<file path="config.mk">
export PLATFORM = sky130hd
export DESIGN_NAME = mav_bank
export DESIGN_NICKNAME = d
export VERILOG_FILES = /design/src/rtl/mav_sticky.v /design/src/rtl/mav_bank.v
export VERILOG_INCLUDE_DIRS = /design/src /design/src/rtl
export SDC_FILE = /design/constraint.sdc
export NUM_CORES = 2
export LEC_CHECK = 0
export CORE_ASPECT_RATIO = 0.8
export CORE_MARGIN = 2
export CORE_UTILIZATION = 33
export CTS_CLUSTER_DIAMETER = 80
export DETAILED_ROUTE_END_ITERATION = 6
export DONT_BUFFER_PORTS = 1
export GPL_TIMING_DRIVEN = 0
export PLACE_DENSITY_LB_ADDON = 0.15
export SETUP_SLACK_MARGIN = 0.05
export SLEW_MARGIN = 20
export SYNTH_ARGS = -nofsm -noshare
export SYNTH_HDL_FRONTEND = slang
export SYNTH_HIERARCHICAL = 1
export SYNTH_SLANG_ARGS = --single-unit
</file>
<file path="constraint.sdc">
create_clock -name clk_i -period 1.5 [get_ports clk_i]
set_clock_uncertainty 0.05 [all_clocks]
set_input_delay 0.15 -clock clk_i [delete_from_list [all_inputs] [get_ports clk_i]]
set_output_delay 0.15 -clock clk_i [all_outputs]
set_load 0.005 [all_outputs]
</file>
<file path="src/rtl/mav_consts.vh">
// Offsets, codes, reset values and field layout of the algorithm variable bank
`ifndef MAV_CONSTS_VH
`define MAV_CONSTS_VH

// ************************************************************
// Register indices (byte address is four times the index)
// ************************************************************
`define MAV_IX_MOTOR_SEQUENCER_STATUS 11'h190
`define MAV_IX_TACH_PULSE_SPEED 11'h196
`define MAV_IX_DC_SUPPLY_CURRENT_CALC 11'h410
`define MAV_IX_WINDING_A_CURRENT 11'h440
`define MAV_IX_WINDING_B_CURRENT 11'h442
`define MAV_IX_WINDING_C_CURRENT 11'h444
`define MAV_IX_SENSE_AMP_GAIN_READBACK 11'h468
`define MAV_IX_VOLTAGE_SENSE_RANGE_READBACK 11'h472
`define MAV_IX_MOTOR_SUPPLY_LEVEL 11'h474
`define MAV_IX_WINDING_A_VOLTAGE 11'h47a
`define MAV_IX_WINDING_B_VOLTAGE 11'h47c
`define MAV_IX_WINDING_C_VOLTAGE 11'h47e
`define MAV_IX_COMMUTATION_SINE 11'h4b6
`define MAV_IX_COMMUTATION_COSINE 11'h4b8
`define MAV_IX_ALPHA_AXIS_CURRENT 11'h4d2
`define MAV_IX_BETA_AXIS_CURRENT 11'h4d4
`define MAV_IX_ALPHA_AXIS_VOLTAGE 11'h4d6
`define MAV_IX_BETA_AXIS_VOLTAGE 11'h4d8
`define MAV_IX_D_AXIS_CURRENT_MEAS 11'h4e2
`define MAV_IX_Q_AXIS_CURRENT_MEAS 11'h4e4
`define MAV_IX_D_AXIS_VOLTAGE 11'h4e6
`define MAV_IX_Q_AXIS_VOLTAGE 11'h4e8
`define MAV_IX_ALIGN_CURRENT_TARGET 11'h524
`define MAV_IX_OPEN_LOOP_RATE_TARGET 11'h53c
`define MAV_IX_OPEN_LOOP_CURRENT_TARGET 11'h54c
`define MAV_IX_FEEDBACK_LOOP_RATE_TARGET 11'h5d2
`define MAV_IX_D_AXIS_CURRENT_TARGET 11'h604
`define MAV_IX_Q_AXIS_CURRENT_TARGET 11'h606
`define MAV_IX_SPIN_DETECT_STATUS 11'h680
`define MAV_IX_SPIN_DETECT_RATE 11'h68a
`define MAV_IX_POSITION_DETECT_STATUS 11'h6be
`define MAV_IX_POSITION_DETECT_ANGLE 11'h702
`define MAV_IX_D_AXIS_BACKEMF 11'h748
`define MAV_IX_Q_AXIS_BACKEMF 11'h74a
`define MAV_IX_ROTOR_RATE_ESTIMATE 11'h758
`define MAV_IX_ROTOR_ANGLE_ESTIMATE 11'h75c
`define MAV_IX_IRQ_STATUS 11'h7e0
`define MAV_IX_IRQ_MASK 11'h7e2

// ************************************************************
// Reset values and widths
// ************************************************************
`define MAV_RST_WORD 32'h00000000
`define MAV_RST_HALF 16'h0000
`define MAV_RST_EVT 5'h00
`define MAV_NARROW_W 16
`define MAV_PU_FRAC_BITS 27
`define MAV_PU_CURRENT_DIV 8

// ************************************************************
// Motor sequencer state codes
// ************************************************************
`define MAV_ST_IDLE 16'h0000
`define MAV_ST_SPIN_DETECT 16'h0001
`define MAV_ST_TRISTATE 16'h0002
`define MAV_ST_BRAKE_ON_START 16'h0003
`define MAV_ST_POSITION_DETECT 16'h0004
`define MAV_ST_SLOW_FIRST_CYCLE 16'h0005
`define MAV_ST_ALIGN 16'h0006
`define MAV_ST_OPEN_LOOP 16'h0007
`define MAV_ST_CL_UNALIGNED 16'h0008
`define MAV_ST_CL_ALIGNED 16'h0009
`define MAV_ST_CL_ACTIVE_BRAKING 16'h000a
`define MAV_ST_SOFT_STOP 16'h000b
`define MAV_ST_RECIRCULATE_STOP 16'h000c
`define MAV_ST_BRAKE_ON_STOP 16'h000d
`define MAV_ST_FAULT 16'h000e
`define MAV_ST_PX_STOP_CHECK 16'h000f
`define MAV_ST_PX_STOP_WAIT 16'h0010
`define MAV_ST_PX_BRAKE 16'h0011
`define MAV_ST_PX_PARAM_INIT 16'h0012
`define MAV_ST_PX_RL_MEASURE 16'h0013
`define MAV_ST_PX_STALL_MEASURE 16'h0014
`define MAV_ST_PX_UNUSED 16'h0015
`define MAV_ST_PX_TORQUE_MODE 16'h0016
`define MAV_ST_PX_FAULT 16'h0017

// ************************************************************
// Readback encodings
// ************************************************************
`define MAV_GAIN_X8 16'h0000
`define MAV_GAIN_X4 16'h0001
`define MAV_GAIN_X2 16'h0002
`define MAV_GAIN_X1 16'h0003
`define MAV_VRANGE_MAX 16'h0002

// ************************************************************
// Interrupt event bits
// ************************************************************
`define MAV_EV_STATE_CHANGE 0
`define MAV_EV_FAULT_ENTRY 1
`define MAV_EV_SPIN_STATUS 2
`define MAV_EV_POS_STATUS 3
`define MAV_EV_REJECTED 4
`define MAV_EV_COUNT 5

`endif

</file>
<file path="src/rtl/mav_sticky.v">
// Sticky event flag, set wins over clear
`timescale 1ns/100ps
`default_nettype none

module mav_sticky (
  input wire clk_i,
  input wire rstn_i,
  input wire set_i,
  input wire clr_i,
  output reg q_o
);

  always @(posedge clk_i or negedge rstn_i) begin
    if (!rstn_i) begin
      q_o <= 1'b0;
    end else if (set_i) begin
      q_o <= 1'b1;
    end else if (clr_i) begin
      q_o <= 1'b0;
    end
  end

endmodule // mav_sticky

`default_nettype wire

</file>
<file path="src/rtl/mav_bank.v">
// Read-only bank of live motor algorithm variables with event interrupt
`timescale 1ns/100ps
`default_nettype none
`include "mav_consts.vh"

// Functional notes
// - Sequencer status: 16 bits at 190h, read-only, zero after reset.
// - Start-up codes: idle 0h through open loop 7h.
// - Run and stop codes: closed loop unaligned 8h through fault Eh.
// - Extraction codes Fh to 17h; code 15h is never accepted.
// - Every variable register read-only, reads zero until first algorithm update; IRQ mask and status take host writes.
// - Winding A, B, C currents: 32-bit words at 440h, 442h, 444h.
// - d/q currents at 4E2h, 4E4h; d/q voltages at 4E6h, 4E8h.
// - Rotor rate estimate at 758h, rotor angle estimate at 75Ch.
// - Spin and position detect status: 16 bits at 680h, 6BEh, zero at reset.
// - Current words are per-unit, 27 fraction bits, scaled by base over 8.
// - Gain readback codes 0h to 3h mean times 8, 4, 2, 1.

module mav_bank #(
  parameter DW = 32,
  parameter NSLOT = 36
) (
  input wire clk_i,
  input wire rstn_i,
  input wire [12:0] addr_i,
  input wire [31:0] wdata_i,
  input wire wr_i,
  input wire rd_i,
  output reg [31:0] rdata_o,
  input wire upd_i,
  input wire [10:0] upd_index_i,
  input wire [31:0] upd_data_i,
  output reg irq_o
);

  // ************************************************************
  // Slot numbers that the event logic watches
  // ************************************************************
  localparam [5:0] SL_SEQ = 6'd0;
  localparam [5:0] SL_GAIN = 6'd6;
  localparam [5:0] SL_VRANGE = 6'd7;
  localparam [5:0] SL_SPIN = 6'd28;
  localparam [5:0] SL_POS = 6'd30;

  // ************************************************************
  // Index decode, shared by host and algorithm side
  // ************************************************************
  function [6:0] slot_of;
    input [10:0] ix;
    begin
      case (ix)
        `MAV_IX_MOTOR_SEQUENCER_STATUS: slot_of = {1'b1, SL_SEQ};
        `MAV_IX_TACH_PULSE_SPEED: slot_of = {1'b1, 6'd1};
        `MAV_IX_DC_SUPPLY_CURRENT_CALC: slot_of = {1'b1, 6'd2};
        `MAV_IX_WINDING_A_CURRENT: slot_of = {1'b1, 6'd3};
        `MAV_IX_WINDING_B_CURRENT: slot_of = {1'b1, 6'd4};
        `MAV_IX_WINDING_C_CURRENT: slot_of = {1'b1, 6'd5};
        `MAV_IX_SENSE_AMP_GAIN_READBACK: slot_of = {1'b1, SL_GAIN};
        `MAV_IX_VOLTAGE_SENSE_RANGE_READBACK: slot_of = {1'b1, SL_VRANGE};
        `MAV_IX_MOTOR_SUPPLY_LEVEL: slot_of = {1'b1, 6'd8};
        `MAV_IX_WINDING_A_VOLTAGE: slot_of = {1'b1, 6'd9};
        `MAV_IX_WINDING_B_VOLTAGE: slot_of = {1'b1, 6'd10};
        `MAV_IX_WINDING_C_VOLTAGE: slot_of = {1'b1, 6'd11};
        `MAV_IX_COMMUTATION_SINE: slot_of = {1'b1, 6'd12};
        `MAV_IX_COMMUTATION_COSINE: slot_of = {1'b1, 6'd13};
        `MAV_IX_ALPHA_AXIS_CURRENT: slot_of = {1'b1, 6'd14};
        `MAV_IX_BETA_AXIS_CURRENT: slot_of = {1'b1, 6'd15};
        `MAV_IX_ALPHA_AXIS_VOLTAGE: slot_of = {1'b1, 6'd16};
        `MAV_IX_BETA_AXIS_VOLTAGE: slot_of = {1'b1, 6'd17};
        `MAV_IX_D_AXIS_CURRENT_MEAS: slot_of = {1'b1, 6'd18};
        `MAV_IX_Q_AXIS_CURRENT_MEAS: slot_of = {1'b1, 6'd19};
        `MAV_IX_D_AXIS_VOLTAGE: slot_of = {1'b1, 6'd20};
        `MAV_IX_Q_AXIS_VOLTAGE: slot_of = {1'b1, 6'd21};
        `MAV_IX_ALIGN_CURRENT_TARGET: slot_of = {1'b1, 6'd22};
        `MAV_IX_OPEN_LOOP_RATE_TARGET: slot_of = {1'b1, 6'd23};
        `MAV_IX_OPEN_LOOP_CURRENT_TARGET: slot_of = {1'b1, 6'd24};
        `MAV_IX_FEEDBACK_LOOP_RATE_TARGET: slot_of = {1'b1, 6'd25};
        `MAV_IX_D_AXIS_CURRENT_TARGET: slot_of = {1'b1, 6'd26};
        `MAV_IX_Q_AXIS_CURRENT_TARGET: slot_of = {1'b1, 6'd27};
        `MAV_IX_SPIN_DETECT_STATUS: slot_of = {1'b1, SL_SPIN};
        `MAV_IX_SPIN_DETECT_RATE: slot_of = {1'b1, 6'd29};
        `MAV_IX_POSITION_DETECT_STATUS: slot_of = {1'b1, SL_POS};
        `MAV_IX_POSITION_DETECT_ANGLE: slot_of = {1'b1, 6'd31};
        `MAV_IX_D_AXIS_BACKEMF: slot_of = {1'b1, 6'd32};
        `MAV_IX_Q_AXIS_BACKEMF: slot_of = {1'b1, 6'd33};
        `MAV_IX_ROTOR_RATE_ESTIMATE: slot_of = {1'b1, 6'd34};
        `MAV_IX_ROTOR_ANGLE_ESTIMATE: slot_of = {1'b1, 6'd35};
        default: slot_of = 7'h00;
      endcase
    end
  endfunction

  // Half-word registers keep bits 31-16 at zero
  function is_narrow;
    input [5:0] sl;
    begin
      is_narrow = (sl == SL_SEQ) || (sl == SL_GAIN) || (sl == SL_VRANGE) ||
                  (sl == SL_SPIN) || (sl == SL_POS);
    end
  endfunction

  // ************************************************************
  // Sequencer code check
  // ************************************************************
  function seq_code_ok;
    input [15:0] code;
    begin
      case (code)
        `MAV_ST_IDLE: seq_code_ok = 1'b1;
        `MAV_ST_SPIN_DETECT: seq_code_ok = 1'b1;
        `MAV_ST_TRISTATE: seq_code_ok = 1'b1;
        `MAV_ST_BRAKE_ON_START: seq_code_ok = 1'b1;
        `MAV_ST_POSITION_DETECT: seq_code_ok = 1'b1;
        `MAV_ST_SLOW_FIRST_CYCLE: seq_code_ok = 1'b1;
        `MAV_ST_ALIGN: seq_code_ok = 1'b1;
        `MAV_ST_OPEN_LOOP: seq_code_ok = 1'b1;
        `MAV_ST_CL_UNALIGNED: seq_code_ok = 1'b1;
        `MAV_ST_CL_ALIGNED: seq_code_ok = 1'b1;
        `MAV_ST_CL_ACTIVE_BRAKING: seq_code_ok = 1'b1;
        `MAV_ST_SOFT_STOP: seq_code_ok = 1'b1;
        `MAV_ST_RECIRCULATE_STOP: seq_code_ok = 1'b1;
        `MAV_ST_BRAKE_ON_STOP: seq_code_ok = 1'b1;
        `MAV_ST_FAULT: seq_code_ok = 1'b1;
        `MAV_ST_PX_STOP_CHECK: seq_code_ok = 1'b1;
        `MAV_ST_PX_STOP_WAIT: seq_code_ok = 1'b1;
        `MAV_ST_PX_BRAKE: seq_code_ok = 1'b1;
        `MAV_ST_PX_PARAM_INIT: seq_code_ok = 1'b1;
        `MAV_ST_PX_RL_MEASURE: seq_code_ok = 1'b1;
        `MAV_ST_PX_STALL_MEASURE: seq_code_ok = 1'b1;
        `MAV_ST_PX_UNUSED: seq_code_ok = 1'b0;
        `MAV_ST_PX_TORQUE_MODE: seq_code_ok = 1'b1;
        `MAV_ST_PX_FAULT: seq_code_ok = 1'b1;
        default: seq_code_ok = 1'b0;
      endcase
    end
  endfunction

  function is_fault_code;
    input [15:0] code;
    begin
      is_fault_code = (code == `MAV_ST_FAULT) || (code == `MAV_ST_PX_FAULT);
    end
  endfunction

  // ************************************************************
  // Storage
  // ************************************************************
  reg [DW-1:0] mem [0:NSLOT-1];
  reg [`MAV_EV_COUNT-1:0] irq_mask;
  wire [`MAV_EV_COUNT-1:0] irq_status;

  // ************************************************************
  // Algorithm update side
  // ************************************************************
  reg [6:0] u_dec;
  reg [5:0] u_slot;
  reg u_ok;
  reg u_accept;
  reg [15:0] u_half;
  reg [15:0] cur_state;
  reg [DW-1:0] u_word;
  reg [`MAV_EV_COUNT-1:0] ev_set;

  always @* begin
    u_dec = slot_of(upd_index_i);
    u_slot = u_dec[5:0];
    u_half = upd_data_i[15:0];
    cur_state = mem[SL_SEQ][15:0];
    case (u_slot)
      SL_SEQ: u_ok = seq_code_ok(u_half);
      SL_GAIN: u_ok = (u_half <= `MAV_GAIN_X1);
      SL_VRANGE: u_ok = (u_half <= `MAV_VRANGE_MAX);
      default: u_ok = 1'b1;
    endcase
    u_accept = upd_i && u_dec[6] && u_ok;
    if (is_narrow(u_slot)) begin
      u_word = {{(DW-`MAV_NARROW_W){1'b0}}, u_half};
    end else begin
      u_word = upd_data_i;
    end
    ev_set = `MAV_RST_EVT;
    ev_set[`MAV_EV_STATE_CHANGE] = u_accept && (u_slot == SL_SEQ) && (u_half != cur_state);
    ev_set[`MAV_EV_FAULT_ENTRY] = u_accept && (u_slot == SL_SEQ) && is_fault_code(u_half) &&
                                  (u_half != cur_state);
    ev_set[`MAV_EV_SPIN_STATUS] = u_accept && (u_slot == SL_SPIN);
    ev_set[`MAV_EV_POS_STATUS] = u_accept && (u_slot == SL_POS);
    ev_set[`MAV_EV_REJECTED] = upd_i && !u_accept;
  end

  integer i;

  // Only the algorithm side ever changes stored values
  always @(posedge clk_i or negedge rstn_i) begin
    if (!rstn_i) begin
      for (i = 0; i < NSLOT; i = i + 1) begin
        mem[i] <= `MAV_RST_WORD;
      end
    end else if (u_accept) begin
      mem[u_slot] <= u_word;
    end
  end

  // ************************************************************
  // Host access decode
  // ************************************************************
  wire [10:0] h_index = addr_i[12:2];
  wire h_aligned = (addr_i[1:0] == 2'b00);
  wire [6:0] h_dec = slot_of(h_index);
  wire h_hit = h_aligned && h_dec[6];
  wire h_sts = h_aligned && (h_index == `MAV_IX_IRQ_STATUS);
  wire h_msk = h_aligned && (h_index == `MAV_IX_IRQ_MASK);
  wire [`MAV_EV_COUNT-1:0] ev_clr = (wr_i && h_sts) ? wdata_i[`MAV_EV_COUNT-1:0] : `MAV_RST_EVT;

  // ************************************************************
  // Interrupt status and mask
  // ************************************************************
  genvar g;
  generate
    for (g = 0; g < `MAV_EV_COUNT; g = g + 1) begin : g_evt
      mav_sticky u_flag (
        .clk_i(clk_i),
        .rstn_i(rstn_i),
        .set_i(ev_set[g]),
        .clr_i(ev_clr[g]),
        .q_o(irq_status[g])
      );
    end
  endgenerate

  always @(posedge clk_i or negedge rstn_i) begin
    if (!rstn_i) begin
      irq_mask <= `MAV_RST_EVT;
      irq_o <= 1'b0;
    end else begin
      if (wr_i && h_msk) begin
        irq_mask <= wdata_i[`MAV_EV_COUNT-1:0];
      end
      irq_o <= |(irq_status & irq_mask);
    end
  end

  // ************************************************************
  // Host read path
  // ************************************************************
  reg [31:0] next_rdata;

  always @* begin
    next_rdata = `MAV_RST_WORD;
    if (h_hit) begin
      next_rdata = mem[h_dec[5:0]];
    end else if (h_sts) begin
      next_rdata = {{(32-`MAV_EV_COUNT){1'b0}}, irq_status};
    end else if (h_msk) begin
      next_rdata = {{(32-`MAV_EV_COUNT){1'b0}}, irq_mask};
    end
  end

  // Read data stand only in the cycle after the strobe
  always @(posedge clk_i or negedge rstn_i) begin
    if (!rstn_i) begin
      rdata_o <= `MAV_RST_WORD;
    end else if (rd_i) begin
      rdata_o <= next_rdata;
    end else begin
      rdata_o <= `MAV_RST_WORD;
    end
  end

endmodule // mav_bank

`default_nettype wire

</file>
==> summary by stage <==
Clocking
The total of hold buffers inserted after clock tree synthesis is 34. The clock latency reported for the late side of the worst-skew pair is 0.80 ns. TritonCTS created 135 clock buffers. For this design, the sink count on the clock tree is 1195. The longest clock path from root to sink contains 3 buffers.

After clock tree synthesis, the clock-pin slew on the worst setup and hold paths is 0.06 ns. TritonCTS built the clock tree. In this run the clock root is driven by a clkbuf_16. In this run the number of H-tree levels came out at 4.

Setup path
The cell family contributing the most delay on the critical path is compound AO/OA/AOI/OAI gates. The buffer and inverter count on the worst path is 5. The category of the critical setup timing path is in -> reg. The critical path goes through buf_6 -> buf_8 -> nand2b_1 -> or3b_2 -> a21oi_4 -> or4_4 -> buf_12 -> buf_12 -> buf_8 -> mux2_2 -> a22oi_2 -> o211ai_1 -> o31ai_4 -> a41oi_2. The register-to-register setup slack is -0.65 ns.

The worst endpoint required time is 2.03 ns. STA classifies the critical path endpoint as a flip-flop. The cell with the largest stage delay on the worst path is or3b_2.

Data arrives at the worst endpoint at 3.50 ns. The worst setup path is launched from a primary input. In this design, the stage delay of the slowest critical-path cell is 0.53 ns. In this run the worst path has a maximum fanout of 10.

STA
The setup-violating endpoint count in the final report is 1194. The count of endpoints failing hold in the final timing report came to 609. For this run, the top clock speed supported by timing is 336.5 MHz. The final number of max-transition violations is 0. In the post-route analysis, the smallest setup slack over all paths is -1.472 ns. For the pin with the worst max-slew slack, the measured transition is 1.242 ns. The final cycle utilization of the critical path is 198.1%. The relative slew slack is 17.22%. Setup repair after global routing could not meet its margin everywhere.

On the final layout, the worst hold slack is -0.9596 ns. The clock period minus worst slack is 2.972 ns.

Drt
The residual antenna-violating net count after detailed routing is 0. The routed design has 279.8 mm of wire. Using the TritonRoute via totals, the vias-per-cell ratio works out to 5.758.

The count of unresolved DRC violations after routing is 0. The DRC violation total after the first TritonRoute iteration is 6442. The pre-antenna-repair detailed-routing pass consisted of 7 iterations.

The routed layout has 48650 vias. The average wire length per cell after detail routing is 33.12 microns.

Logic synthesis
Counting distinct cell types in the post-synthesis netlist gives 84. The post-synthesis register bit count is 1195. The fraction of registers with async set/reset is 100.0%. The mapped netlist covers 55300 sq um. In this run, synthesis inferred 0 flip-flops with an integrated enable.

The gate count of the mapped netlist is 5647. The library cell with the largest summed area after synthesis is dfrtp_1. After synthesis, the largest area contributor takes up 54.08% of total cell area. The most used flip-flop cell after synthesis is dfrtp_1. The synthesized area per cell is 9.792 sq um. Synthesis produced a netlist with a net count of 5740.

The warning count from the yosys run is 6. Of the synthesized area, sequential elements account for 54.08%. By area the synthesized netlist is led by dfrtp_1 (54%), mux2_2 (11%), nand2_1 (10%).

Floorplanning
The floorplan has 134 rows. The die covers 170900 sq um. Once the floorplan was initialized, standard cells occupied 33.18% of the core. The floorplan step set the die height to 370.1 microns.

The total I/O pin count is 126. After floorplanning, the core was sized to cover 166700 sq um. The chip width is 461.7 microns.

Final layout
The layout overhead on the synthesized area is 35.27%. The final cell count without fillers is 8449. In the final design database the tool counted 6190 nets. After filler insertion, the fill cell instance count of the layout stands at 15780. The multi-input combinational cells in the finished layout cover a total of 27150 sq um. The proportion of layout cells with a drive suffix above 1 is 33.14%. The cell area after layout is 74800 sq um.

Leaving out fill and tap cells, the most frequent cell in the layout is nand2_1. The library cells used most frequently in the layout, excluding fill and tap cells, are nand2_1 (1421), dfrtp_1 (1195), mux2_2 (437), nand3_1 (399), o21ai_1 (243). The combined flip-flop and latch cell area is 29900 sq um.

Place
Detailed placement finished with a half-perimeter wire length of 188.3 mm. The number of placed instances, taps included, is 7894. Port buffering added 0 buffers. The cell area after placement is 60790 sq um.

Routability-driven placement finished with a final weighted congestion of 0.9593.

Power and ir drop
The combinational power share is 5.2%. The ratio of total power to cell area is 950.4 nW/um^2. The clock network accounts for 49.2% of the total power. For this design the total switching power over the nets is 0.01729 W. The net switching share of the total power is 24.33%. The maximum vdd ir drop is 1.266 mV.

The internal power contribution is 0.05379 W. The leakage power is 33.28 nW. The power share of the sequential group is 45.6%.

Outcome
The run finished, with violations left. The checks that failed: hold timing, setup timing.

GRT
The global routing usage summed across all routing layers is 30.90%. The total overflow reported by the global router is 0. Entering global routing, the biggest net connects 1196 pins. The first global-routing pass estimated 367.2 mm of wire. The initial antenna violation count was 31. The via count of the first global-routing pass is 44940.

Worst hold path
The worst hold path belongs to the class in -> async.

Run
The total of max-cap violations is 0.
==> power groups by stage <==
stage,Sequential [W],Combinational [W],Clock (W)
after global routing,0.0324,0.00384,0.0366
after floorplan,0.0330,0.00110,0
after global placement,0.0330,0.00199,0
after detailed placement,0.0330,0.00200,0
after CTS,0.0324,0.00236,0.0351
final,0.0324,0.00370,0.0350
==> Yosys cell counts, types with 15 or more instances <==
cell and n:
nor2_1 103, o211ai_1 27, inv_1 25, a32oi_1 26, clkbuf_1 344, and3_1 50, mux2_2 536, o21ai_0 490
o2111ai_1 26, o22ai_1 22, nor2b_1 23, dfrtp_1 1195, nand4_1 35, a311oi_1 23, and2_1 108, nor4_1 15
xnor2_1 22, a21oi_1 79, mux2i_1 111, buf_4 16, nand3_1 443, buf_2 125, buf_1 24, or4_1 30
a31oi_1 55, nor3_1 25, nand2_1 1474
==> layer usage <==
layer,GRT usage [%],vias up,share of wire (%)
li1,-,20400,-
met1,45.39,25180,44
met2,42.07,2611,40
met3,11.23,452,13
met4,8.710,8,3.0
met5,0,-,0.018
==> cell type report <==
type                    instances  area share, %
flip-flops and latches       1195          39.98
plain buffers                 515          7.962
clock buffers                 199          5.339
inverters                      25         0.1255
clock inverters                36         0.6624
well taps                    2244          3.754
repair buffers                317          5.843
diodes                         10        0.03345
multi-input cells            3908          36.30
==> timing repair <==
action | CTS | global route
hold endpoints to repair | 1748 | 596
pin swaps | 87 | 104
resized for setup | 624 | 844
cloned | 5 | 55
setup endpoints to repair | 1194 | 1514
setup buffers | 81 | 137
==> flip-flops by register name, indices dropped and copies added (netlist names) <==
| register | cells |
|---|---|
| cur_state | 16 |
| g_evt.u_flag/q_o | 5 |
| irq_mask | 5 |
| irq_o | 1 |
| mem | 1136 |
| rdata_o | 32 |
==> path summary, 6_finish.rpt <==
| path | endpoint | cells past startpoint | startpoint |
|---|---|---|---|
| max in group asynchronous | mem[485]$_DFFE_PN0P_ | 4 | rstn_i |
| max | rdata_o[13]$_DFF_PN0_ | 14 | addr_i[4] |
| min | mem[762]$_DFFE_PN0P_ | 0 | rstn_i |
| min reg2reg | mem[408]$_DFFE_PN0P_ | 2 | mem[408]$_DFFE_PN0P_ |
| max reg2reg | g_evt[0].u_flag/q_o$_DFFE_PN0P_ | 5 | cur_state[6]$_DFFE_PN0P_ |
| min in group clk_i | irq_mask[4]$_DFFE_PN0P_ | 2 | wdata_i[4] |
==> worst register-to-register path: stages, from the launching register on <==
cell and delay [ns]:
dfrtp_1 0.41, xnor2_1 0.35, nand4_1 0.32, nor4_1 0.57
nor2_1 0.16, a21o_1 0.19
==> kinds of logic after synthesis <==
kind of cell | count (synthesis) | synth area share, %
AO/OA/AOI/OAI | 835 | 8.947
XOR/XNOR | 27 | 0.4276
buffers and inverters | 544 | 4.186
flip-flops | 1195 | 54.08
multiplexers | 651 | 13.01
AND/OR/NAND/NOR | 2395 | 19.35
==> per-stage QoR <==
stage | setup slack, ns | util [%] | hold WS, ns | setup TNS, ns | total power [W]
6_report | -1.472 | 44.88 | -0.9596 | -911.62 | 0.07109
5_1_grt | -1.472 | 44.87 | -1.007 | -933.37 | 0.07279
3_3_place_gp | -4.869 | 36.42 | -0.1128 | -2793.71 | 0.03498
2_1_floorplan | -1.410 | - | -0.1956 | -1295.97 | 0.03408
3_5_place_dp | -4.795 | 36.47 | -0.1322 | -2639.38 | 0.03499
4_1_cts | -1.324 | 41.55 | -0.9488 | -941.90 | 0.06991
Note: power is estimated with default switching activity, not from simulation.
